### src/common/dflt_pkg.sv
package dflt_pkg;
    // ------------------------------------------------------------
    // Fault word bit positions
    // ------------------------------------------------------------
    localparam int unsigned FW_BIT_CHECKSUM   = 0;
    localparam int unsigned FW_BIT_OVERCUR    = 1;
    localparam int unsigned FW_BIT_OVERVOLT   = 2;
    localparam int unsigned FW_BIT_OVERTEMP   = 4;
    localparam int unsigned FW_BIT_UNDERVOLT  = 5;
    localparam int unsigned FW_BIT_NOTCONFIG  = 6;
    localparam int unsigned FW_BIT_NVMEM      = 8;
    localparam int unsigned FW_BIT_POSSUPPLY  = 10;
    localparam int unsigned FW_BIT_NEGSUPPLY  = 11;
    localparam int unsigned FW_BIT_COMM       = 12;
    localparam int unsigned FW_BIT_FBLOSS     = 14;
    localparam int unsigned FW_FB_BASE        = 16;
    localparam int unsigned FB_BIT_ABBREAK    = 0;
    localparam int unsigned FB_BIT_HALL       = 1;
    localparam int unsigned FB_BIT_INDEX      = 2;
    localparam int unsigned FB_BIT_ENCINIT    = 3;
    localparam int unsigned FB_BIT_SERENC     = 4;
    localparam int unsigned FB_BIT_ABRANGE    = 5;
    localparam int unsigned FB_BIT_MOTTEMP    = 6;
    localparam int unsigned FB_BIT_SINEQUAD   = 7;
    // Bits that may ever be set: low half and feedback-loss causes
    localparam logic [15:0] FW_LOW_USED_MASK  = 16'h5D77;
    localparam logic [15:0] FB_USED_MASK      = 16'h00FF;
    localparam logic [31:0] FW_RESET_VALUE    = 32'h0000_0000;

    // ------------------------------------------------------------
    // Cyclic flags and commands
    // ------------------------------------------------------------
    localparam int unsigned SF_BIT_FAULT      = 15;
    localparam int unsigned SF_BIT_WARNING    = 14;
    localparam int unsigned DF_BIT_COMMLOSS   = 9;
    localparam logic [7:0]  CMD_READ_FAULTS   = 8'h08;

    // ------------------------------------------------------------
    // Feedback checks and thermal figures
    // ------------------------------------------------------------
    localparam logic [2:0]  HALL_BAD_LOW      = 3'h0;
    localparam logic [2:0]  HALL_BAD_HIGH     = 3'h7;
    localparam int unsigned QUAD_MISMATCH_MIN = 2;
    localparam int unsigned QUAD_MOVE_MIN     = 3;
    localparam int unsigned HEATSINK_LIMIT_C  = 80;
    localparam int unsigned I2T_WIDTH         = 32;

    typedef enum logic [1:0] {
        PWR_OFF,
        PWR_ON,
        PWR_LOCKED
    } dflt_pwr_type;
endpackage

### src/dflt_i2t.sv
`timescale 1ns/1ns
`default_nettype none
module dflt_i2t
    import dflt_pkg::*;
#(
    parameter int unsigned CUR_WIDTH = 16,
    parameter int unsigned ACC_WIDTH = I2T_WIDTH,
    parameter int unsigned SHIFT     = 8
) (
    // Clock and reset
    input  wire logic                 core_clk,
    input  wire logic                 rst,
    // Current sample and rating
    input  wire logic                 sampleValid,
    input  wire logic [CUR_WIDTH-1:0] currentMag,
    input  wire logic [CUR_WIDTH-1:0] ratedCurrent,
    // Foldback state
    output logic                      foldback
);
    typedef struct packed {
        logic [ACC_WIDTH-1:0] acc;
        logic                 fold;
    } dflt_i2t_state_type;

    dflt_i2t_state_type st_q;
    dflt_i2t_state_type st_d;

    function automatic logic [ACC_WIDTH-1:0] square(input logic [CUR_WIDTH-1:0] v);
        logic [2*CUR_WIDTH-1:0] p;
        p = v * v;
        return ACC_WIDTH'(p);
    endfunction

    // ------------------------------------------------------------
    // Leaky average of squared current
    // ------------------------------------------------------------
    always_comb begin
        st_d = st_q;
        if (sampleValid) begin
            st_d.acc = st_q.acc - (st_q.acc >> SHIFT) + (square(currentMag) >> SHIFT);
        end
        st_d.fold = (st_q.acc > square(ratedCurrent));
    end

    always_ff @(posedge core_clk or posedge rst) begin
        if (rst) begin
            st_q <= '0;
        end else begin
            st_q <= st_d;
        end
    end

    assign foldback = st_q.fold;
endmodule
`default_nettype wire

### src/dflt_supervisor.sv
`timescale 1ns/1ns
`default_nettype none
// Behaviour
// - Any fault latches bit, sets flag 15
// - Fault disables stage; re-enable needs clear
// - I2t estimate raises foldback warning
// - Foldback shown on status flag 14
// - Foldback limits current, never disables
// - Bit 14 summarises feedback loss causes
// - Command 0x08 returns latched fault word
// - Over-current cleared only by reset
// - Demand flag bit 9 latches comm fault
// - Comm bit unfiltered, single occurrence latches
// - Bad power-up checksum sets bit 0x0001
// - Heat sink over 80C sets 0x0010
// - Under-voltage 0x0020, over-voltage 0x0004
// - Not configured sets 0x0040
// - Analog supply fails set 0x0400, 0x0800
// - Feedback causes in upper half
// - Hall 000 or 111 flags illegal Hall
// - Quadrant mismatch two samples, moving over three
// - Enable needs all enables, no fault
module dflt_supervisor
    import dflt_pkg::*;
#(
    parameter int unsigned CUR_WIDTH  = 16,
    parameter int unsigned TEMP_WIDTH = 8,
    parameter int unsigned POS_WIDTH  = 32
) (
    // Clock and reset
    input  wire logic                  core_clk,
    input  wire logic                  rst,
    // Power-up checks
    input  wire logic                  checksumDone,
    input  wire logic                  checksumBad,
    // Power stage and supply monitors
    input  wire logic                  overCurrent,
    input  wire logic                  busOverVolt,
    input  wire logic                  busUnderVolt,
    input  wire logic [TEMP_WIDTH-1:0] heatSinkTemp,
    input  wire logic                  motorNotConfig,
    input  wire logic                  nvMemFault,
    input  wire logic                  posSupplyFail,
    input  wire logic                  negSupplyFail,
    // Feedback monitors
    input  wire logic                  abLineBreak,
    input  wire logic [2:0]            hallState,
    input  wire logic                  indexBreak,
    input  wire logic                  encNotInit,
    input  wire logic                  serialEncFault,
    input  wire logic                  abOutOfRange,
    input  wire logic                  motorOverTemp,
    input  wire logic                  quadSample,
    input  wire logic [1:0]            digitalQuad,
    input  wire logic [1:0]            analogQuad,
    input  wire logic [POS_WIDTH-1:0]  digitalPos,
    // Current for thermal estimate
    input  wire logic                  currentValid,
    input  wire logic [CUR_WIDTH-1:0]  currentMag,
    input  wire logic [CUR_WIDTH-1:0]  ratedCurrent,
    // Network side
    input  wire logic [15:0]           demandFlags,
    input  wire logic                  demandValid,
    input  wire logic                  netReset,
    input  wire logic                  faultClear,
    input  wire logic                  cmdValid,
    input  wire logic [7:0]            cmdCode,
    output logic                       rspValid,
    output logic [31:0]                rspData,
    output logic [15:0]                statusFlags,
    // Enables
    input  wire logic                  remoteEnable,
    input  wire logic                  netEnable,
    input  wire logic                  swEnableSet,
    input  wire logic                  swEnableClr,
    output logic                       powerStageOn,
    output logic                       currentLimit
);
    typedef struct packed {
        logic [31:0]          faultWord;
        logic [1:0]           mismatchCnt;
        logic [POS_WIDTH-1:0] lastPos;
        logic                 swEnable;
        dflt_pwr_type         pwr;
        logic                 rspValid;
        logic [31:0]          rspData;
    } dflt_state_type;

    dflt_state_type st_q;
    dflt_state_type st_d;
    logic           foldback;
    logic [15:0]    lowEvents;
    logic [15:0]    fbEvents;
    logic           quadMove;
    logic           anyCondition;

    function automatic logic [POS_WIDTH-1:0] absDiff(input logic [POS_WIDTH-1:0] a,
                                                     input logic [POS_WIDTH-1:0] b);
        return (a > b) ? (a - b) : (b - a);
    endfunction

    dflt_i2t #(
        .CUR_WIDTH   (CUR_WIDTH)
    ) u_i2t (
        .core_clk    (core_clk),
        .rst         (rst),
        .sampleValid (currentValid),
        .currentMag  (currentMag),
        .ratedCurrent(ratedCurrent),
        .foldback    (foldback)
    );

    // ------------------------------------------------------------
    // Fault event decode
    // ------------------------------------------------------------
    assign quadMove = absDiff(digitalPos, st_q.lastPos) > POS_WIDTH'(QUAD_MOVE_MIN);

    always_comb begin
        fbEvents = '0;
        fbEvents[FB_BIT_ABBREAK]  = abLineBreak;
        fbEvents[FB_BIT_HALL]     = (hallState == HALL_BAD_LOW) ||
                                    (hallState == HALL_BAD_HIGH);
        fbEvents[FB_BIT_INDEX]    = indexBreak;
        fbEvents[FB_BIT_ENCINIT]  = encNotInit;
        fbEvents[FB_BIT_SERENC]   = serialEncFault;
        fbEvents[FB_BIT_ABRANGE]  = abOutOfRange;
        fbEvents[FB_BIT_MOTTEMP]  = motorOverTemp;
        fbEvents[FB_BIT_SINEQUAD] = quadSample && (digitalQuad != analogQuad) && quadMove &&
                                    (st_q.mismatchCnt >= 2'(QUAD_MISMATCH_MIN - 1));
        fbEvents = fbEvents & FB_USED_MASK;

        lowEvents = '0;
        lowEvents[FW_BIT_CHECKSUM]  = checksumDone && checksumBad;
        lowEvents[FW_BIT_OVERCUR]   = overCurrent;
        lowEvents[FW_BIT_OVERVOLT]  = busOverVolt;
        lowEvents[FW_BIT_UNDERVOLT] = busUnderVolt;
        lowEvents[FW_BIT_OVERTEMP]  = heatSinkTemp > TEMP_WIDTH'(HEATSINK_LIMIT_C);
        lowEvents[FW_BIT_NOTCONFIG] = motorNotConfig;
        lowEvents[FW_BIT_NVMEM]     = nvMemFault;
        lowEvents[FW_BIT_POSSUPPLY] = posSupplyFail;
        lowEvents[FW_BIT_NEGSUPPLY] = negSupplyFail;
        lowEvents[FW_BIT_COMM]      = demandValid && demandFlags[DF_BIT_COMMLOSS];
        lowEvents[FW_BIT_FBLOSS]    = |fbEvents;
        lowEvents = lowEvents & FW_LOW_USED_MASK;
    end

    // Level conditions still present block re-enable
    assign anyCondition = |{lowEvents & ~(16'h0001 << FW_BIT_COMM), fbEvents};

    // ------------------------------------------------------------
    // Next state
    // ------------------------------------------------------------
    always_comb begin
        st_d = st_q;
        st_d.rspValid = 1'b0;

        if (quadSample) begin
            st_d.lastPos = digitalPos;
            if ((digitalQuad != analogQuad) && quadMove) begin
                if (st_q.mismatchCnt != 2'h3) begin
                    st_d.mismatchCnt = st_q.mismatchCnt + 2'h1;
                end
            end else begin
                st_d.mismatchCnt = 2'h0;
            end
        end

        // Clearing; over-current survives an ordinary clear, new events win
        if (netReset) begin
            st_d.faultWord = FW_RESET_VALUE;
        end else if (faultClear) begin
            st_d.faultWord = st_q.faultWord & (32'h1 << FW_BIT_OVERCUR);
        end
        st_d.faultWord = st_d.faultWord | {fbEvents, lowEvents};

        if (netReset || swEnableClr) begin
            st_d.swEnable = 1'b0;
        end else if (swEnableSet) begin
            st_d.swEnable = 1'b1;
        end

        case (st_q.pwr)
            PWR_OFF: begin
                if (remoteEnable && netEnable && st_q.swEnable &&
                    (st_q.faultWord == '0) && !anyCondition) begin
                    st_d.pwr = PWR_ON;
                end
            end
            PWR_ON: begin
                if (st_q.faultWord != '0) begin
                    st_d.pwr = PWR_LOCKED;
                end else if (!(remoteEnable && netEnable && st_q.swEnable)) begin
                    st_d.pwr = PWR_OFF;
                end
            end
            PWR_LOCKED: begin
                if ((st_q.faultWord == '0) && !anyCondition) begin
                    st_d.pwr = PWR_OFF;
                    st_d.swEnable = 1'b0;
                end
            end
            default: begin
                st_d.pwr = PWR_OFF;
            end
        endcase

        if (cmdValid && (cmdCode == CMD_READ_FAULTS)) begin
            st_d.rspValid = 1'b1;
            st_d.rspData  = st_q.faultWord;
        end
    end

    always_ff @(posedge core_clk or posedge rst) begin
        if (rst) begin
            st_q <= '{faultWord: FW_RESET_VALUE, mismatchCnt: 2'h0, lastPos: '0,
                      swEnable: 1'b0, pwr: PWR_OFF, rspValid: 1'b0, rspData: 32'h0};
        end else begin
            st_q <= st_d;
        end
    end

    // ------------------------------------------------------------
    // Outputs
    // ------------------------------------------------------------
    always_comb begin
        statusFlags = '0;
        statusFlags[SF_BIT_FAULT]   = |st_q.faultWord;
        statusFlags[SF_BIT_WARNING] = foldback;
    end

    assign powerStageOn = (st_q.pwr == PWR_ON) && (st_q.faultWord == '0);
    assign currentLimit = foldback;
    assign rspValid     = st_q.rspValid;
    assign rspData      = st_q.rspData;
endmodule
`default_nettype wire

### config.mk
export PLATFORM = sky130hd
export DESIGN_NAME = dflt_supervisor
export DESIGN_NICKNAME = d
export VERILOG_FILES = /design/src/common/dflt_pkg.sv /design/src/dflt_i2t.sv /design/src/dflt_supervisor.sv
export SDC_FILE = /design/constraint.sdc
export NUM_CORES = 1
export LEC_CHECK = 0
export BUFFER_PORTS_ARGS = -buffer_cell sky130_fd_sc_hd__buf_2
export CORE_AREA = 5 5 210 212
export CTS_CLUSTER_SIZE = 20
export DETAILED_ROUTE_END_ITERATION = 16
export DIE_AREA = 0 0 215 217
export PLACE_DENSITY = 0.79
export SYNTH_ARGS = -nofsm -noshare
export SYNTH_HDL_FRONTEND = slang
export SYNTH_SLANG_ARGS = --single-unit
### constraint.sdc
create_clock -name core_clk -period 8.5 [get_ports core_clk]
set_input_delay 0.85 -clock core_clk [delete_from_list [all_inputs] [get_ports core_clk]]
set_output_delay 0.85 -clock core_clk [all_outputs]
set_load 0.05 [all_outputs]
==> results of run 1 <==
## flip-flops by register name, summed over array words and instances, names as in the netlist
| name | cells |
|---|---|
| st_q | 56 |
| u_i2t.st_q | 32 |
| rspData | 19 |
| rspValid | 1 |
| u_i2t.foldback | 1 |
## how the worst max path moves through the flow
stage	startpoint	to	slack, ns	cells after the start
finish	currentMag[2]	u_i2t.st_q[32]	-0.09	38
global route	currentMag[2]	u_i2t.st_q[32]	-0.53	36
CTS	currentMag[7]	u_i2t.st_q[32]	-0.1	36
detailed placement	currentMag[9]	u_i2t.st_q[32]	-0.67	36
global placement	currentMag[9]	u_i2t.st_q[32]	-0.47	37
floorplan	currentMag[8]	u_i2t.st_q[32]	-0.11	37
## worst register-to-register path, delay by kind of cell, from the launching register on
family | cells | cell delay [ns]
flops | 1 | 0.39
mux | 1 | 0.30
compound gates | 3 | 1.21
xor+xnor | 1 | 0.21
fa+ha+maj | 1 | 0.54
simple gates | 7 | 2.01
## metal layers
| layer | vias to the layer above | wire, um |
|---|---|---|
| li1 | 9655 | - |
| met1 | 9967 | 23000 |
| met2 | 551 | 30900 |
| met3 | 150 | 2760 |
| met4 | 8 | 1700 |
| met5 | - | 56 |
## stage by stage
stage / setup slack (ns) / util [%] / instances / hold WS, ns
final: -0.0906 / 66.8 / 3692 / 0.494
after global routing: -0.535 / 66.8 / 3692 / 0.511
after CTS: -0.0998 / 66.1 / 3685 / 0.496
after detailed placement: -0.671 / 64.9 / 3666 / 0.469
after global placement: -0.467 / 64.9 / 3666 / 0.458
after floorplan: -0.107 / - / 2934 / 0.447
## placed cells by master, fill, tap and decap left out, types with 6 or more instances in the layout
cell type  Yosys  final
o21ai_1        2     10
nor2b_1       24     24
o211ai_1       9      9
conb_1         1     27
mux2i_1        8      8
nor2_1       108    104
inv_2          0      7
nand2_1      312    310
xor2_1        43     42
buf_6          2      8
or2_2         11     10
o21bai_1      19     17
o22ai_1        9      9
o21a_1        15     15
nand3_1       32     31
mux2_2        11     11
or3_1          7      6
buf_2         16    127
fa_1         353    353
and3_1        16     15
nor3_1        29     22
nand2b_1      22     21
nand4_1       31     31
dfrtp_1      109    109
buf_4         54    193
o21ai_0      116    106
and2_1        91     88
nor4_1        14     14
a31o_2         8      8
xnor2_1       82     79
a21oi_1      137    126
a21o_1        73     73
clkbuf_16      0      9
inv_1        640    631
ha_4           0      7
ha_1         326    317
nor3_2         1      7
a211oi_1      15     13
a31oi_1       11     10
a21oi_2        0     10
## kinds of logic (layout without fill, tap and decap cells)
logic type	count (synthesis)	in the layout	share of synthesized area [%]
AO/OA/AOI/OAI	485	485	12.4
XOR/XNOR	125	125	4.41
adder cells (fa/ha/maj)	679	679	44.9
buffers and inverters	772	990	12.6
flip-flops	109	109	11.0
multiplexers	19	19	0.821
other	1	28	0.0151
AND/OR/NAND/NOR	718	718	13.8
## layout make-up
type | count | share of cell area (%)
clock inverter | 7 | 0.350
inverter | 640 | 8.63
tap | 539 | 2.42
clock buffer | 9 | 0.807
multi-input combinational | 2053 | 70.0
sequential | 109 | 9.77
antenna | 1 | 0.00896
timing repair buffer | 334 | 8.02
## timing repair
item | in CTS | in global routing
pin swaps | 11 | 28
gates resized for setup | 34 | 62
endpoints found under the hold margin | 0 | 0
buffers inserted | 3 | 6
endpoints found under the setup margin | 12 | 14
==> metrics.md, run 1 <==
| Metric | Value |
|---|---|
| Max cap viols | `0` |
| CTS Sinks | `around 110` |
| Grt peak-use layer | `met2` |
| Yosys warns | `0` |
| #FFs+latches synth | `~110` |
| Worst Skew | `0.0149 ns` |
| Total grt overflow | `0` |
| Crit. End Element | `flip-flop` |
| Setup TNS | `-0.123 ns` |
| Top cells by count, synth | `inv_1, fa_1, ha_1` |
| Reg2Reg Setup Slack | `approximately 3.7 ns` |
| Worst slew pin tran | `1.18 ns` |
| Rel. slew slack | `20.7%` |
| Routability congestion estimate from global placement | `0.904` |
| Routed len/inst | `between 15 and 20 um` |
| Clk slew on worst S/H paths | `0.09 ns` |
| Most instantiated library cell after synthesis | `inv_1` |
| Final hold vios | `0` |
| DRC viols | `0` |
| Critical-path maximum fanout | `5` |
| Top cell type's share of synthesized area | `28.5%` |
| Fmax | `116 MHz` |
| Clk buf depth | `2` |
| Hold Path Sink | `rspData[14]` |
| Setup Viol. Count Final | `3` |
| Die W | `215 um` |
| Slowest CP cell | `fa_1` |
| R2r worst-path depth | `13` |
| Vias in the first global route | `between 20,000 and 25,000` |
| HP Start | `rspData[14]` |
| Initial antenna violation count | `5` |
| Later-pin clock latency in the skew report | `0.39 ns` |
| Pins over their slew limit | `0` |
| Initial core utilization | `59.5%` |
| Failing checks | `negative setup slack` |
| Number of synthesized flops with an enable pin | `0` |
| GRT Overall Usage | `between 20 and 25%` |
| P&R area growth vs syn | `12.4%` |
| Hold buffers post-CTS | `0` |
| Met3 usage in global routing | `~3.5%` |
| Post-route ant nets | `0` |
| Fill cell count | `around 3,200` |
| Post-Syn Area | `roughly 25,000 sq um` |
| Initial drt markers | `about 950` |
| Crit path DAT | `just under 9 ns` |
| Crit-path most repeated cell | `fa_1` |
| DP HPWL | `just under 50,000 um` |
| Design area | `roughly 28,000 sq um` |
| Distinct cells, synth | `80` |
| Vias | `20,300` |
| Worst setup margin | `-0.0906 ns` |
| Die area | `between 40,000 and 50,000 sq um` |
| Buf/Inv on CP | `9` |
| Status | `finished with violations` |
| Sequential share of the synthesized area | `11.0%` |
| Worst hold path cell count | `2` |
| Routed WL | `roughly 58,000 um` |
| Pre-antenna DRT Iters | `5` |
| Crit path kind | `input pin to flip-flop` |
| WP data required | `8.77 ns` |
| Inserted Clock Buffers | `9` |
| CTS tree | `done` |
| Crit path time final | `approximately 8.6 ns` |
| Grt met2 use | `46.9%` |
| Final period utilization | `101%` |
| CP max stage delay | `~0.52 ns` |
| Placeable Area | `between 40,000 and 50,000 sq um` |
| Reg-to-Reg End | `st_q[84]` |
| Area leader, netlist | `fa_1` |
| RSZ-0062 raised after global routing | `true` |
| CP Launch Type | `input pin` |
| Pin count of the biggest net entering global routing | `68` |
| Number of buffers inserted by port buffering | `roughly 140` |
| Register area | `2730 sq um` |
| Core Rows | `75` |
| R2r startpoint | `st_q[53]` |
| Ports | `~180` |
| Via density | `approximately 5.5` |
| First-pass GRT wire length | `about 99,000 um` |
| Multi-input logic area | `a little under 20,000 sq um` |
| Crit-path leading delay family | `adder cells` |
| Die Span Y | `217 um` |
| DP Area | `~27,000 sq um` |
| Top_reg_cell synth | `dfrtp_1` |
| Avg Inst Size Synth | `8.54 sq um` |
| Mapped Cells | `about 2,900` |
| Clock tree root buffer cell | `clkbuf_16` |
| Met1 Usage GRT | `just under 30%` |
| Layout cells sized above 1 | `between 10% and 20%` |
| Async set or reset register ratio after synthesis | `100%` |
| Htree depth | `3` |
| HP Class | `flip-flop to flip-flop` |
| # nets final | `roughly 4,000` |
| Largest cells by area after synthesis | `fa_1, ha_1, dfrtp_1` |
Power of run 1 is not shown: default switching activity piles up to over one toggle a cycle in this logic, so the estimate is an artifact.
==> run 2, diff against run 1 <==
--- a/config.mk
+++ b/config.mk
@@ -11,6 +11,7 @@
 export DETAILED_ROUTE_END_ITERATION = 16
 export DIE_AREA = 0 0 215 217
 export PLACE_DENSITY = 0.79
+export RECOVER_POWER = 100
 export SYNTH_ARGS = -nofsm -noshare
 export SYNTH_HDL_FRONTEND = slang
 export SYNTH_SLANG_ARGS = --single-unit
==> run 2 against run 1 <==
The run ends with max-capacitance violations, max-slew violations, negative setup slack left. Hold slack gained 0.0040 ns. Final cell count is the same. Non-clock buffer count is the same. First-iteration DRC count grew 6.7%. Clock skew shrank 0.00063 ns. Critical endpoint unchanged. Setup slack lost 0.0092 ns. Register-to-register slack lost 0.76 ns. Global-route usage is the same. Wire length shrank 0.25%. Core utilization shrank 0.26 points. Via count shrank 0.18%. Sequential share of layout area is essentially flat. Largest cell class unchanged.
==> metrics.md, run 2 (synthesis gave the netlist of run 1 again) <==
| Metric | Value |
|---|---|
| Status | `finished with violations` |
| Failing checks | `max-capacitance violations, max-slew violations, negative setup slack` |
| Post-route ant nets | `0 (unchanged)` |
| Slowest CP cell | `fa_1` |
| Crit path DAT | `8.87 ns (about the same)` |
| RSZ-0062 raised after global routing | `true` |
| Initial drt markers | `1,016 (+6.7%)` |
| Vias | `20,300 (-0.18%)` |
| Routed len/inst | `15.8 um (-0.25%)` |
| Htree depth | `3 (unchanged)` |
| Routed WL | `58,300 um (-0.25%)` |
| Worst setup margin | `-0.0997 ns (-0.00915 ns)` |
| Die Span Y | `217 um (unchanged)` |
| Ports | `181 (unchanged)` |
| # nets final | `3,956 (unchanged)` |
| Die W | `215 um (unchanged)` |
| Final period utilization | `101% (+0.11 points)` |
| Rel. slew slack | `-117% (-140 points)` |
| Cell total after placement | `3,666 (unchanged)` |
| Largest reg by FF count | `st_q` |
| CP Launch Type | `input pin` |
| DP Area | `27,100 sq um (unchanged)` |
| CTS Sinks | `109 (unchanged)` |
| Leading cell type in the layout, fill and taps excluded | `inv_1` |
| Clock tree root buffer cell | `clkbuf_16` |
| Hold buffers post-CTS | `0 (unchanged)` |
| Final non-filler cell total | `3,692 (unchanged)` |
| Fmax | `116 MHz (-0.11%)` |
| Design area | `27,800 sq um (-0.39%)` |
| First-pass GRT wire length | `98,900 um (unchanged)` |
| Placeable Area | `41,800 sq um (unchanged)` |
| Clk slew on worst S/H paths | `0.09 ns (about the same)` |
| Clk buf depth | `2 (unchanged)` |
| Layout cells sized above 1 | `13.5% (-1.3 points)` |
| P&R area growth vs syn | `12.0%` |
| GRT Overall Usage | `25.0% (unchanged)` |
| Max FFs per register | `56 (unchanged)` |
| Core Rows | `75 (unchanged)` |
| Final hold vios | `0 (unchanged)` |
| Worst slew pin tran | `3.26 ns (+2.08 ns)` |
| Commonest cells after routing, fill and taps aside | `inv_1, fa_1, ha_1` |
| Vias in the first global route | `22,000 (unchanged)` |
| Number of buffers inserted by port buffering | `138 (unchanged)` |
| CP max stage delay | `0.52 ns (about the same)` |
| Crit-path most repeated cell | `fa_1` |
| Pin count of the biggest net entering global routing | `68 (unchanged)` |
| Setup TNS | `-0.124 ns (-0.000627 ns)` |
| Via density | `5.50 (-0.18%)` |
| CTS tree | `done` |
| WP data required | `8.77 ns (about the same)` |
| Total grt overflow | `0 (unchanged)` |
| Routability congestion estimate from global placement | `0.904 (unchanged)` |
| HP Class | `flip-flop to flip-flop` |
| DP HPWL | `48,800 um (unchanged)` |
| Setup Viol. Count Final | `3 (unchanged)` |
| Initial core utilization | `59.5% (unchanged)` |
| Crit path kind | `input pin to flip-flop` |
| Crit. End Element | `flip-flop` |
| Max cap viols | `3 (+3)` |
| Inserted Clock Buffers | `9 (unchanged)` |
| Die area | `46,700 sq um (unchanged)` |
| Pins over their slew limit | `180 (+180)` |
| Crit path time final | `8.60 ns (+0.00915 ns)` |
| Critical-path maximum fanout | `5 (unchanged)` |
| Pre-antenna DRT Iters | `7 (+2)` |
| DRC viols | `0 (unchanged)` |
| Later-pin clock latency in the skew report | `0.39 ns (about the same)` |
| Worst Skew | `0.0142 ns (-0.000627 ns)` |
| Initial antenna violation count | `5 (unchanged)` |
[run 2: cell types whose count changed in the layout (fill, tap and decap cells not counted), sizes merged]
cell | before | now
clkinvlp | 1 | 2
inv | 643 | 642
buf | 330 | 293
clkbuf | 13 | 50
[run 2: area by class of cell]
cell class                      instances  area, sq um
Sequential cell                       109         2730
Multi-Input combinational cell       2053        19500
Clock buffer                            9          225
Antenna cell                            1         2.50
Inverter                              640         2410
Clock inverter                          7         97.6
Fill cell                            3273        14000
Timing Repair Buffer                  334         2180
Tap cell                              539          674
[run 2: worst max-delay path, delay by kind of cell]
kind / cells / cell delay (ns)
compound gates: 11 / 1.82
fa+ha+maj: 9 / 4.05
simple gates: 6 / 1.07
buf+inv: 9 / 0.54
xor+xnor: 3 / 0.51
[run 2: metrics by stage]
step | setup slack [ns] | hold slack [ns] | utilization (%)
floorplan | -0.107 | 0.447 | -
global placement | -0.467 | 0.458 | 64.9
detailed placement | -0.671 | 0.469 | 64.9
CTS | -0.0998 | 0.496 | 66.1
global route | -0.535 | 0.515 | 66.6
finish | -0.0997 | 0.498 | 66.6
[run 2: what timing repair did]
action	4_1_cts	5_1_grt
gates cloned	0	0
pin swaps	11	28
gates resized for setup	34	62
setup buffers	3	6
setup endpoints to repair	12	14
[run 2: layer usage]
layer	wire length [um]	global-route usage [%]
met1	23000	29.8
met2	30900	46.9
met3	2740	3.47
met4	1630	7.70
met5	57	0
[run 2: path summary, 6_finish.rpt]
check / startpoint / end / slack [ns] / cells past startpoint
hold reg to reg: rspData[14] / rspData[14] / 0.50 / 2
setup reg to reg: st_q[53] / st_q[68] / 2.96 / 13
min in group asynchronous: rst / st_q[81] / 1.10 / 2
max in group asynchronous: rst / u_i2t.st_q[4] / 3.52 / 3
setup / recovery: currentMag[2] / u_i2t.st_q[32] / -0.1 / 38
hold / removal: rspData[14] / rspData[14] / 0.50 / 2
Power of run 2 is left out for the same reason.
